`config.mk`:
```
export PLATFORM = sky130hd
export DESIGN_NAME = rscl_top
export DESIGN_NICKNAME = d
export VERILOG_FILES = /design/src/verilog/rscl_pkg.sv /design/src/verilog/rscl_top.sv
export SDC_FILE = /design/constraint.sdc
export NUM_CORES = 1
export LEC_CHECK = 0
export BUFFER_PORTS_ARGS = -buffer_cell sky130_fd_sc_hd__buf_2
export CORE_MARGIN = 5
export CORE_UTILIZATION = 35
export DETAILED_ROUTE_END_ITERATION = 7
export PLACE_DENSITY = 0.57
export SYNTH_ARGS = -nofsm -noshare
export SYNTH_HDL_FRONTEND = slang
export SYNTH_SLANG_ARGS = --single-unit
```
`constraint.sdc`:
```
create_clock -name sys_clk_i -period 2.5 [get_ports sys_clk_i]
set_clock_uncertainty 0.2 [all_clocks]
set_input_delay 0.25 -clock sys_clk_i [delete_from_list [all_inputs] [get_ports sys_clk_i]]
set_output_delay 0.25 -clock sys_clk_i [all_outputs]
set_load 0.03 [all_outputs]
```
`src/verilog/rscl_pkg.sv`:
```
package rscl_pkg;
	// Bus geometry.
	localparam int WB_AW = 8;
	localparam int WB_DW = 32;
	localparam int WB_SW = 4;
	// Register byte offsets.
	localparam logic [7:0] OFF_CTRL = 8'h00;
	localparam logic [7:0] OFF_ADV = 8'h04;
	localparam logic [7:0] OFF_STRAP = 8'h08;
	localparam logic [7:0] OFF_STAT = 8'h0C;
	// Captured strap vector layout.
	localparam int STRAP_W = 13;
	localparam int SB_ADDR0 = 0;
	localparam int SB_MODE0 = 3;
	localparam int SB_ISO = 6;
	localparam int SB_AN = 7;
	localparam int SB_SPD = 8;
	localparam int SB_DUP = 9;
	localparam int SB_BCOFF = 10;
	localparam int SB_WAKE = 11;
	localparam int SB_GTEST_N = 12;
	// Levels the internal pulls give when no jumper is fitted.
	localparam logic [12:0] STRAP_DEFAULT = 13'h1381;
	// Control register bit positions and reset value.
	localparam int CB_DUP = 8;
	localparam int CB_AN = 12;
	localparam int CB_SPD = 13;
	localparam logic [15:0] CTRL_RESET = 16'h3100;
	// Advertisement value with every speed, and the 100 Mbps bits.
	localparam logic [15:0] ADV_ALL = 16'h01E1;
	localparam logic [15:0] ADV_100_MASK = 16'h0180;
	// Management address: fixed upper bits and default.
	localparam logic [1:0] ADDR_UPPER = 2'h0;
	localparam logic [4:0] ADDR_DEFAULT = 5'h01;
	localparam logic [4:0] ADDR_ZERO = 5'h00;
	// Interface mode patterns.
	localparam logic [2:0] MODE_MII = 3'h0;
	localparam logic [2:0] MODE_B2B = 3'h6;
	// Status register bit positions.
	localparam int STB_VALID = 0;
	localparam int STB_CHANGED = 1;
	localparam int STB_RSVD = 2;
	// Capture sequencer states, one-hot.
	typedef enum logic [1:0] {
		ST_WAIT = 2'b01,
		ST_HELD = 2'b10
	} rscl_state_e;
endpackage

```
`src/verilog/rscl_top.sv`:
```
// Register access over Wishbone and the register addresses are this design's own decisions.
`timescale 1ns/1ps
module rscl_top (
	input wire logic sys_clk_i,
	input wire logic reset_i,
	// Strap pins, asynchronous to the clock.
	input wire logic mgmt_addr_strap_bit0_i,
	input wire logic mgmt_addr_strap_bit1_i,
	input wire logic mgmt_addr_strap_bit2_i,
	input wire logic [2:0] if_mode_strap_i,
	input wire logic isolate_strap_i,
	input wire logic autoneg_enable_strap_i,
	input wire logic speed_strap_i,
	input wire logic duplex_strap_i,
	input wire logic broadcast_off_strap_i,
	input wire logic wake_output_enable_strap_i,
	input wire logic gate_test_strap_n_i,
	// Same-clock management address probe and wake request.
	input wire logic [4:0] mgmt_req_addr_i,
	input wire logic wake_req_i,
	// Classic Wishbone slave.
	input wire logic wb_cyc_i,
	input wire logic wb_stb_i,
	input wire logic wb_we_i,
	input wire logic [rscl_pkg::WB_AW-1:0] wb_adr_i,
	input wire logic [rscl_pkg::WB_SW-1:0] wb_sel_i,
	input wire logic [rscl_pkg::WB_DW-1:0] wb_dat_i,
	output logic [rscl_pkg::WB_DW-1:0] wb_dat_o,
	output logic wb_ack_o,
	// Applied configuration.
	output logic [4:0] mgmt_addr_o,
	output logic [2:0] if_mode_o,
	output logic mode_reserved_o,
	output logic isolate_o,
	output logic autoneg_en_o,
	output logic speed_100_o,
	output logic half_duplex_o,
	output logic bcast_off_o,
	output logic wake_out_en_o,
	output logic gate_test_en_o,
	output logic config_valid_o,
	output logic addr_match_o,
	output logic addr_bcast_o,
	output logic wake_event_output_o
);
	import rscl_pkg::*;

	// Merges a write word into a 16-bit register under byte enables.
	function automatic logic [15:0] merge16(input logic [15:0] old,
		input logic [31:0] wd, input logic [3:0] sel);
		merge16 = old;
		if (sel[0]) begin
			merge16[7:0] = wd[7:0];
		end
		if (sel[1]) begin
			merge16[15:8] = wd[15:8];
		end
	endfunction

	// Management address that a strap vector gives; the top bits are fixed.
	function automatic logic [4:0] strap_addr(input logic [STRAP_W-1:0] s);
		strap_addr = {ADDR_UPPER, s[SB_ADDR0 +: 3]};
	endfunction

	// Raw strap vector in the package layout.
	logic [STRAP_W-1:0] strap_pins;
	// Three-stage synchroniser and agreement filter.
	logic [STRAP_W-1:0] sync1_reg;
	logic [STRAP_W-1:0] sync2_reg;
	logic [STRAP_W-1:0] sync3_reg;
	logic [STRAP_W-1:0] filt_reg;
	logic [STRAP_W-1:0] filt_next;
	// Captured straps and capture sequencer.
	logic [STRAP_W-1:0] cap_reg;
	rscl_state_e state_reg;
	rscl_state_e state_next;
	logic capture;
	// Registers reachable over the bus.
	logic [15:0] ctrl_reg;
	logic [15:0] ctrl_next;
	logic [15:0] adv_reg;
	logic [15:0] adv_next;
	logic [15:0] adv_strap;
	logic changed_reg;
	// Bus decode.
	logic bus_req;
	logic bus_wr;
	logic hit_ctrl;
	logic hit_adv;
	logic hit_strap;
	logic hit_stat;
	logic [31:0] rd_mux;
	logic [31:0] dat_reg;
	logic ack_reg;
	// Output flops.
	logic [4:0] addr_reg;
	logic [2:0] mode_reg;
	logic rsvd_reg;
	logic iso_reg;
	logic bcoff_reg;
	logic wake_en_reg;
	logic gtest_reg;
	logic valid_reg;
	logic match_reg;
	logic bcast_reg;
	logic wake_reg;
	logic own_hit;
	logic zero_bcast;

	assign strap_pins = {gate_test_strap_n_i, wake_output_enable_strap_i,
		broadcast_off_strap_i, duplex_strap_i, speed_strap_i,
		autoneg_enable_strap_i, isolate_strap_i, if_mode_strap_i,
		mgmt_addr_strap_bit2_i, mgmt_addr_strap_bit1_i,
		mgmt_addr_strap_bit0_i};

	// A bit of the filter moves only once stages two and three agree.
	assign filt_next = (sync2_reg & ~(sync2_reg ^ sync3_reg)) |
		(filt_reg & (sync2_reg ^ sync3_reg));

	// The pin path runs free, so it has settled by the time reset lifts.
	// Reset must be held four edges with stable straps for that.
	always_ff @(posedge sys_clk_i) begin
		sync1_reg <= strap_pins;
		sync2_reg <= sync1_reg;
		sync3_reg <= sync2_reg;
		filt_reg <= filt_next;
	end

	// Capture happens once, on the first edge with reset low.
	assign capture = (state_reg == ST_WAIT) && !reset_i;

	// Sequencer next state. A corrupted code settles in the holding state,
	// so an upset can never cause a late capture after reset has lifted.
	always_comb begin
		case (state_reg)
			ST_WAIT: begin
				state_next = capture ? ST_HELD : ST_WAIT;
			end
			ST_HELD: begin
				state_next = ST_HELD;
			end
			default: begin
				state_next = ST_HELD;
			end
		endcase
	end

	// Sequencer and captured straps; nothing reloads them but reset.
	always_ff @(posedge sys_clk_i) begin
		if (reset_i) begin
			state_reg <= ST_WAIT;
			cap_reg <= STRAP_DEFAULT;
		end else begin
			state_reg <= state_next;
			if (capture) begin
				cap_reg <= filt_reg;
			end
		end
	end

	// Pin changes after capture are flagged but never applied.
	always_ff @(posedge sys_clk_i) begin
		if (reset_i) begin
			changed_reg <= 1'b0;
		end else if (state_reg == ST_HELD && filt_reg != cap_reg) begin
			changed_reg <= 1'b1;
		end
	end

	// Bus decode; the upper address bits must be zero for a hit.
	assign bus_req = wb_cyc_i && wb_stb_i;
	assign bus_wr = bus_req && wb_we_i && ack_reg;
	assign hit_ctrl = (wb_adr_i == OFF_CTRL);
	assign hit_adv = (wb_adr_i == OFF_ADV);
	assign hit_strap = (wb_adr_i == OFF_STRAP);
	assign hit_stat = (wb_adr_i == OFF_STAT);

	// Advertisement as the speed strap leaves it.
	assign adv_strap = filt_reg[SB_SPD] ? ADV_ALL :
		(ADV_ALL & ~ADV_100_MASK);

	// The release edge wins over a bus write in the same cycle.
	always_comb begin
		ctrl_next = ctrl_reg;
		adv_next = adv_reg;
		if (capture) begin
			ctrl_next = 16'h0000;
			ctrl_next[CB_SPD] = filt_reg[SB_SPD];
			ctrl_next[CB_AN] = filt_reg[SB_AN];
			ctrl_next[CB_DUP] = filt_reg[SB_DUP];
			adv_next = adv_strap;
		end else if (bus_wr && hit_ctrl) begin
			ctrl_next = merge16(ctrl_reg, wb_dat_i, wb_sel_i);
		end else if (bus_wr && hit_adv) begin
			adv_next = merge16(adv_reg, wb_dat_i, wb_sel_i);
		end
	end

	// Control and advertisement registers.
	always_ff @(posedge sys_clk_i) begin
		if (reset_i) begin
			ctrl_reg <= CTRL_RESET;
			adv_reg <= ADV_ALL;
		end else begin
			ctrl_reg <= ctrl_next;
			adv_reg <= adv_next;
		end
	end

	// Read mux; unmapped offsets read zero and writes there are dropped.
	assign rd_mux = hit_ctrl ? {16'h0000, ctrl_reg} :
		hit_adv ? {16'h0000, adv_reg} :
		hit_strap ? {19'h0_0000, cap_reg} :
		hit_stat ? {29'h0000_0000, rsvd_reg, changed_reg, valid_reg} :
		32'h0000_0000;

	// One wait state: ack rises the edge after the request and drops next.
	always_ff @(posedge sys_clk_i) begin
		if (reset_i) begin
			ack_reg <= 1'b0;
			dat_reg <= 32'h0000_0000;
		end else begin
			ack_reg <= bus_req && !ack_reg;
			if (bus_req && !ack_reg) begin
				dat_reg <= rd_mux;
			end
		end
	end

	// Address match against the captured address.
	assign own_hit = (mgmt_req_addr_i == strap_addr(cap_reg));
	assign zero_bcast = (mgmt_req_addr_i == ADDR_ZERO) && !cap_reg[SB_BCOFF];

	// Applied configuration, all from flops.
	always_ff @(posedge sys_clk_i) begin
		if (reset_i) begin
			addr_reg <= ADDR_DEFAULT;
			mode_reg <= MODE_MII;
			rsvd_reg <= 1'b0;
			iso_reg <= 1'b0;
			bcoff_reg <= 1'b0;
			wake_en_reg <= 1'b0;
			gtest_reg <= 1'b0;
			valid_reg <= 1'b0;
			match_reg <= 1'b0;
			bcast_reg <= 1'b0;
			wake_reg <= 1'b0;
		end else begin
			addr_reg <= strap_addr(cap_reg);
			mode_reg <= cap_reg[SB_MODE0 +: 3];
			rsvd_reg <= (cap_reg[SB_MODE0 +: 3] != MODE_MII) &&
				(cap_reg[SB_MODE0 +: 3] != MODE_B2B);
			iso_reg <= cap_reg[SB_ISO];
			bcoff_reg <= cap_reg[SB_BCOFF];
			wake_en_reg <= cap_reg[SB_WAKE];
			gtest_reg <= !cap_reg[SB_GTEST_N];
			valid_reg <= (state_reg == ST_HELD);
			// Address zero is own only with broadcast off set high.
			match_reg <= valid_reg && (zero_bcast ||
				(own_hit && (mgmt_req_addr_i != ADDR_ZERO ||
				cap_reg[SB_BCOFF])));
			bcast_reg <= valid_reg && zero_bcast;
			wake_reg <= wake_req_i && cap_reg[SB_WAKE];
		end
	end

	assign wb_dat_o = dat_reg;
	assign wb_ack_o = ack_reg;
	assign mgmt_addr_o = addr_reg;
	assign if_mode_o = mode_reg;
	assign mode_reserved_o = rsvd_reg;
	assign isolate_o = iso_reg;
	assign autoneg_en_o = ctrl_reg[CB_AN];
	assign speed_100_o = ctrl_reg[CB_SPD];
	// High bit 8 means half duplex here, following the strap sense.
	assign half_duplex_o = ctrl_reg[CB_DUP];
	assign bcast_off_o = bcoff_reg;
	assign wake_out_en_o = wake_en_reg;
	assign gate_test_en_o = gtest_reg;
	assign config_valid_o = valid_reg;
	assign addr_match_o = match_reg;
	assign addr_bcast_o = bcast_reg;
	assign wake_event_output_o = wake_reg;
endmodule // rscl_top

```
==> results.cfg, run 1 <==
[cts]
cts_sinks = 132
cts_tree = done
cts_setup_buffers = 0
clkLatencyLatePin_ps = 410
htree_levels = 4
hold_buffers = 34
path_clk_slew_ps = 50
cts_inserted_buffers = 17
clockBufferDepth = 2
cts_resized = 0
cts-root-buf = clkbuf_16

[critical_path]
cp-start-kind = input port
cp-end-kind = register
slowest_delay_ps = 550
critical_path_class = in2reg
crit_top_cell = dlygate4sd3_1
cp_data_required_time_ps = 2650
slowest_stage = dlygate4sd3_1
path_cells = dlygate4sd3_1 > buf_2 > nor2_1 > dlygate4sd3_1 > nand3_1 > nor2b_1 > dlygate4sd3_1
cp_max_fo = 2
arrival_ps = 2300

[synth]
synth_commonest_cells = dfxtp_1, nor2_1, mux2i_1
synth_ff_type = dfxtp_1
synth.top_cell.area_share_pct = 49.2
synth_area_leaders = dfxtp_1, edfxtp_1, mux2i_1, nor2_1, xnor2_1
synth.most_common_cell = dfxtp_1
ys_types = 43
avgSynthCellArea_um2 = 11.0
synth-edff-count = 13
syn_inst = 440
synth-seq-cells = 132
yosys.area.top_type = dfxtp_1
async_flop_share_pct = 0
yosysSeqAreaShare_pct = 57.2
ys_warn_count = 0
mappedNetlistArea_mm2 = 0.00484

[min_path]
hp-class = in2reg

[floorplanning]
initial_core_util_pct = 35.3
num_rows = 43
ios = 121
fp.dieH_um = 128
coreArea_mm2 = 0.0137
dieArea_mm2 = 0.0163
fp.dieW_um = 128

[timing]
maxSlewViolCount = 0
rsz0062_at_grt = no
worst_pin_slew_ps = 680
post-route-period-util_pct = 85.9
setup_viol = 0
max_freq_mhz = 466
final.setup.tns_ps = 0
max_slew_margin_pct = 54.3
layout_setup_ws_ps = 353
period_needed_ps = 2150
hold_viol = 0

[power]
irDropWorstVdd_mv = 0.440
seqPwrFrac_pct = 44.0
leakagePower_uw = 0.00275
clockPowerShare_pct = 49.1
power.density_mw_per_mm2 = 818
p_switching_uw = 1120
internal_power_uw = 4050
swShare_pct = 21.7
combPwrFrac_pct = 6.9

[place]
placed_cell_area_mm2 = 0.00538
dpl.hpwl_mm = 7.78
portBuffers = 84
gp_congestion = 0.783
dp.cells = 694
post-place-ws_ps = 372

[cells_and_area]
syn2layout_area_growth_pct = 30.6
utilization_pct = 46.1
finalInstanceArea_mm2 = 0.00633
drive_gt1_share_pct = 23.1
nNetsFinal = 635
fin_cells = 761

[run_status]
status = completed

[global_routing]
grt_pass1_wl_mm = 18.2
gr-total-overflow = 0
grt_max_degree = 25
grt_pass1_vias = 3600
grtUsageTotal_pct = 14.4
grt_antenna_before_repair = 1

[route]
wl_mm = 11.1
dr.pass1.iters = 5
routedWlPerCell_um = 14.5
drt_iter0_markers = 147
vias = 3497
drc = 0
viasPerCell = 4.60
ant_nets = 0

[job]
drv_cap = 0
[cells by family (layout without fill, tap and decap cells)]
kind of cell	after synthesis	count (layout)	share of synthesized area, %
buf+inv	42	165	5.94
other cells	1	19	0.0774
xor+xnor	30	30	5.42
flops	132	132	57.2
mux	35	35	7.23
simple gates	137	137	15.6
compound gates	63	63	8.47
[metrics by stage]
step / power [uW] / hold slack, ps
3_3_place_gp: 2630 / 115
6_report: 5180 / 22.7
4_1_cts: 5240 / 5.17
2_1_floorplan: 2540 / 77.7
5_1_grt: 5370 / 24.2
3_5_place_dp: 2640 / 112
[cells in the final DEF, fill, tap and decap left out, types with 3 or more instances in the layout]
cell | Yosys | routed
nand3_1 | 11 | 11
nor4_4 | 3 | 3
dfxtp_1 | 119 | 119
dlygate4sd3_1 | 0 | 34
nor2b_1 | 11 | 11
nand2_1 | 27 | 27
clkbuf_16 | 0 | 17
o21ai_0 | 11 | 11
o2bb2ai_1 | 10 | 10
mux2i_1 | 35 | 35
a21oi_1 | 22 | 22
nor4_1 | 9 | 9
nor2_1 | 43 | 43
or3_1 | 6 | 6
conb_1 | 1 | 18
edfxtp_1 | 13 | 13
a211oi_1 | 5 | 5
clkbuf_1 | 12 | 3
a22oi_1 | 10 | 10
buf_2 | 4 | 84
clkinv_1 | 1 | 4
bufinv_16 | 0 | 4
nor3_1 | 8 | 8
xnor2_1 | 17 | 17
buf_4 | 18 | 14
a32o_1 | 3 | 3
xor2_1 | 13 | 13
[final cells by class]
type | count | area [um^2]
antenna | 1 | 2.50
sequential | 132 | 2770
timing repair buffer | 132 | 866
fill | 1290 | 7390
multi-input combinational | 283 | 1850
tap | 180 | 225
clock inverter | 11 | 158
inverter | 1 | 3.75
clock buffer | 21 | 450
[path summary, 6_finish.rpt]
path | depth (start not counted) | end | startpoint | slack, ps
max | 7 | addr_bcast_o | mgmt_req_addr_i[4] | 350
min | 2 | wb_dat_o[5] | reset_i | 20
max reg2reg | 5 | addr_match_o | cap_reg[10] | 620
min reg2reg | 0 | sync2_reg[2] | sync1_reg[2] | 120
[power by group through the flow]
| stage | registers, uW | clock network (uW) | logic, uW |
|---|---|---|---|
| final | 2280 | 2540 | 355 |
| after global routing | 2290 | 2700 | 388 |
| after CTS | 2280 | 2610 | 356 |
| after detailed placement | 2320 | 0 | 314 |
| after global placement | 2320 | 0 | 308 |
| after floorplan | 2330 | 0 | 210 |
[worst max-delay path, delay by kind of cell]
kind	cells	cell delay (ps)
buf+inv	4	1750
simple gates	3	300
[metal layers]
metal / part of all wire (%) / track usage [%]
met1: 43 / 17.1
met2: 47 / 23.1
met3: 7.1 / 5.21
met4: 2.6 / 6.93
met5: 0 / 0
(Power assumes the default switching activity.)
==> run 2: changes to the inputs <==
- CORE_ASPECT_RATIO: unset -> 1.5
==> run 2 against run 1 <==
  * Count of clock-buffer cells in the layout grew 3
  * Critical path type unchanged
  * Design area shrank 0.87%
  * Combinational power is essentially flat
  * Utilization grew 0.23 points
  * Critical endpoint is now addr_match_o
  * First-iteration DRC count grew 27%
  * Highest routed layer unchanged
==> results.cfg, run 2 (synthesis gave the netlist of run 1 again) <==
[run_status]
status = completed

[timing]
max_freq_mhz = 451
layout_setup_ws_ps = 284
hold_viol = 0
max_slew_margin_pct = 56.2
post-route-period-util_pct = 88.7
period_needed_ps = 2220
setup_viol = 0
final.setup.tns_ps = 0
maxSlewViolCount = 0
rsz0062_at_grt = no
worst_pin_slew_ps = 653
fin_hold_ws_ps = 22.0

[route]
drt_iter0_markers = 186
drc = 0
ant_nets = 0
viasPerCell = 4.81
routedWlPerCell_um = 14.8
wl_mm = 11.0
dr.pass1.iters = 4
vias = 3560

[floorplanning]
coreArea_mm2 = 0.0135
num_rows = 52
dieArea_mm2 = 0.0163
fp.dieH_um = 154
fp.dieW_um = 106
initial_core_util_pct = 35.8
ios = 121

[place]
dpl.hpwl_mm = 7.85
dp.cells = 673
gp_congestion = 0.772
post-place-ws_ps = 391
portBuffers = 84

[critical_path]
path_cells = dlygate4sd3_1 > buf_2 > clkinv_1 > nand3_1 > nor2_1 > dlygate4sd3_1
cp_data_required_time_ps = 2590
crit_top_cell = dlygate4sd3_1
cp_max_fo = 15
path_buf_inv = 4
slowest_stage = dlygate4sd3_1
cp_top_family = buffers and inverters
critical_path_class = in2reg
arrival_ps = 2310
cp-end-kind = register
slowest_delay_ps = 540
cp-start-kind = input port

[cts]
cts_sinks = 132
path_clk_slew_ps = 60
cts_tree = done
htree_levels = 4
cts-root-buf = clkbuf_16
clkLatencyLatePin_ps = 400
cts_setup_buffers = 0
clockBufferDepth = 2
cts_inserted_buffers = 17

[cells_and_area]
final.fill_count = 1266
layout_common_cells = dfxtp_1, buf_2, nor2_1
nNetsFinal = 633
multiInputGateArea_mm2 = 0.00185
fin_cells = 740
seq_area_mm2 = 0.00277
diodes = 0
final_common_cell = dfxtp_1
drive_gt1_share_pct = 23.0
syn2layout_area_growth_pct = 29.4

[global_routing]
grtUsageTotal_pct = 13.7
gr-total-overflow = 0
grt_pass1_vias = 3578
grt_antenna_before_repair = 0
grt_pass1_wl_mm = 17.4
grt_max_degree = 25

[job]
drv_cap = 0

[power]
power.density_mw_per_mm2 = 805
irDropWorstVdd_mv = 0.427
leakagePower_uw = 0.00274

[min_path]
hp-class = in2reg
[run 2: cell count changes in the layout (fill, tap and decap cells not counted), moves of 2 or more]
cell / change
buf_4: -3
bufinv_16: -2
clkinv_1: -3
clkinvlp_4: +2
[run 2: path summary, 6_finish.rpt]
path / slack [ps] / from / depth (start not counted) / end
min: 20 / wb_stb_i / 3 / wb_ack_o
min reg2reg: 120 / sync1_reg[3] / 0 / sync2_reg[3]
max: 280 / reset_i / 6 / addr_match_o
max reg2reg: 640 / cap_reg[10] / 4 / addr_bcast_o
[run 2: metal layers]
layer | vias to the layer above | part of all wire (%) | GRT usage (%)
met5 | - | 0 | 0
met4 | 0 | 3.7 | 8.09
met3 | 25 | 5.3 | 3.73
met2 | 111 | 52 | 24.4
met1 | 1670 | 39 | 14.2
li1 | 1754 | - | -
[run 2: metrics by stage]
step                      util, %  total power [uW]  area, um^2
after floorplan                 -              2540        4910
after global placement       39.4              2620        5330
after detailed placement     39.4              2630        5330
after CTS                    46.3              5120        6270
after global routing         46.3              5240        6270
final                        46.3              5050        6270
[run 2: power breakdown]
part           internal, uW  leakage (uW)  total, uW  switching, uW
registers              2220       0.00111       2280           55.4
logic                   148       0.00135        352            203
clock network          1570      0.000281       2420            847
total                  3950       0.00274       5050           1110
[run 2: area by class of cell]
type                            count  share of cell area, %
Clock buffer                       24                   7.86
Clock inverter                      8                   1.56
Inverter                            1                 0.0599
Multi-Input combinational cell    283                   29.5
Sequential cell                   132                   44.2
Tap cell                          162                   3.23
Timing Repair Buffer              130                   13.6
[run 2: timing repair]
item | CTS | global route
endpoints found under the hold margin | 44 | 0
hold buffers | 35 | 0
resized for setup | 0 | 0
endpoints found under the setup margin | 0 | 0
[run 2: tightest hold or removal path: cells and delay by family]
| family | cells | cell delay (ps) |
|---|---|---|
| simple gates | 2 | 210 |
| buf+inv | 1 | 110 |
==> run 3: changes to the inputs <==
- ABC_AREA: unset -> 1
==> run 3 against run 2 <==
  * Sequential power about the same
  * Power grew 0.75%
  * Critical path type unchanged
  * Sequential share of layout area shrank 0.22 points
  * Synthesized cell count increased by 19%
  * Design area up 0.50%
  * Synthesized area grew 0.18%
==> results.cfg, run 3 <==
[min_path]
hp-class = in2reg

[cts]
cts_setup_buffers = 0
cts_resized = 0
cts-root-buf = clkbuf_16
cts_inserted_buffers = 17
clockBufferDepth = 2
htree_levels = 4
cts_sinks = 132
clkLatencyLatePin_ps = 400
cts_tree = done
path_clk_slew_ps = 50

[synth]
syn_inst = 524
ys_warn_count = 0
synth-edff-count = 13
synth_commonest_cells = dfxtp_1, nand2_1, inv_1
async_flop_share_pct = 0
synth_ff_type = dfxtp_1
synth_area_leaders = dfxtp_1, edfxtp_1, nand2_1, a21oi_1, inv_1
yosysSeqAreaShare_pct = 57.1
synth-seq-cells = 132
synth.most_common_cell = dfxtp_1
synth.top_cell.area_share_pct = 49.1
yosys.area.top_type = dfxtp_1
ys_types = 35
avgSynthCellArea_um2 = 9.26
mappedNetlistArea_mm2 = 0.00485

[cells_and_area]
final.fill_count = 1313
drive_gt1_share_pct = 21.9
final_common_cell = dfxtp_1
layout_common_cells = dfxtp_1, nand2_1, buf_2
diodes = 0
nNetsFinal = 721
utilization_pct = 46.6
fin_cells = 828
syn2layout_area_growth_pct = 29.9

[critical_path]
critical_path_class = in2reg
slowest_stage = dlygate4sd3_1
cp_max_fo = 2
slowest_delay_ps = 590
cp_data_required_time_ps = 2640
path_cells = dlygate4sd3_1 > buf_2 > inv_1 > nand4_1 > dlygate4sd3_1 > nor2_1 > dlygate4sd3_1
path_buf_inv = 5
cp_top_family = buffers and inverters
cp-end-kind = register
arrival_ps = 2330
crit_top_cell = dlygate4sd3_1
cp-start-kind = input port

[run_status]
status = completed

[power]
power.density_mw_per_mm2 = 807
fin_total_pwr_uw = 5090
leakagePower_uw = 0.00275
irDropWorstVdd_mv = 0.375

[floorplanning]
num_rows = 52
initial_core_util_pct = 35.9
fp.dieW_um = 106
coreArea_mm2 = 0.0135
dieArea_mm2 = 0.0164
fp.dieH_um = 154
ios = 121

[place]
post-place-ws_ps = 669
gp_congestion = 0.832
dpl.hpwl_mm = 8.09
portBuffers = 84
dp.cells = 761

[route]
drt_iter0_markers = 145
viasPerCell = 4.59
wl_mm = 11.3
dr.pass1.iters = 4
ant_nets = 0
routedWlPerCell_um = 13.7
vias = 3801
drc = 0

[timing]
final.setup.tns_ps = 0
hold_viol = 0
maxSlewViolCount = 0
post-route-period-util_pct = 87.7
max_slew_margin_pct = 63.7
worst_pin_slew_ps = 542
period_needed_ps = 2190
layout_setup_ws_ps = 308
max_freq_mhz = 456
rsz0062_at_grt = no
setup_viol = 0

[global_routing]
gr-total-overflow = 0
grt_max_degree = 24
grt_pass1_wl_mm = 18.4
grt_pass1_vias = 3763
grtUsageTotal_pct = 14.2
grt_antenna_before_repair = 0

[job]
drv_cap = 0
run 3: final cells by class:
type / instances / area (um^2) / area share, %
clock buffers: 22 / 474 / 7.52
repair buffers: 127 / 831 / 13.2
clock inverters: 10 / 105 / 1.67
inverters: 57 / 224 / 3.55
multi-input cells: 318 / 1690 / 26.9
flip-flops and latches: 132 / 2770 / 44.0
well taps: 162 / 203 / 3.22
run 3: final timing paths:
| kind | from | to | slack (ps) | depth (start not counted) |
|---|---|---|---|---|
| worst max-delay path | mgmt_req_addr_i[2] | addr_bcast_o | 310 | 7 |
| worst min-delay path | wb_sel_i[0] | ctrl_reg[3] | 80 | 3 |
| worst max register to register | cap_reg[10] | addr_bcast_o | 410 | 5 |
| worst min register to register | sync1_reg[7] | sync2_reg[7] | 120 | 0 |
run 3: logic make-up (layout without fill, tap and decap cells):
logic type | Yosys count | in the layout | share of synthesized area [%]
DFF | 132 | 132 | 57.1
and+or+nand+nor | 183 | 183 | 18.1
AOI/OAI and AO/OA | 98 | 98 | 11.9
xor gates and xnor gates | 19 | 19 | 3.43
buffers and inverters | 91 | 216 | 9.31
other | 1 | 18 | 0.0773
run 3: through the flow:
| stage | area (um^2) | hold WS (ps) |
|---|---|---|
| after floorplan | 4920 | 77.7 |
| after global placement | 5370 | 113 |
| after detailed placement | 5370 | 112 |
| after CTS | 6300 | 54.7 |
| after global routing | 6300 | 80.7 |
| final | 6300 | 81.0 |
run 3: worst register-to-register path, stage by stage, from the launching register on:
cell	delay (ps)
dfxtp_1	320
inv_1	150
nand4_1	110
dlygate4sd3_1	590
nor2_1	110
dlygate4sd3_1	560
run 3: layer usage:
layer,wire length [um],vias to the layer above,part of all wire [%],global-route usage (%)
li1,-,1948,-,-
met1,4480,1744,39,14.8
met2,6130,85,54,26.0
met3,479,24,4.2,4.13
met4,261,0,2.3,6.60
met5,0,-,0,0
run 3: timing repair:
item	4_1_cts	5_1_grt
endpoints found under the setup margin	0	0
hold buffers	35	0
hold endpoints to repair	46	0
run 3: power by group:
part | internal [uW] | switching (uW)
clock | 1540 | 863
combinational | 152 | 245
sequential | 2240 | 55.5
total | 3920 | 1160
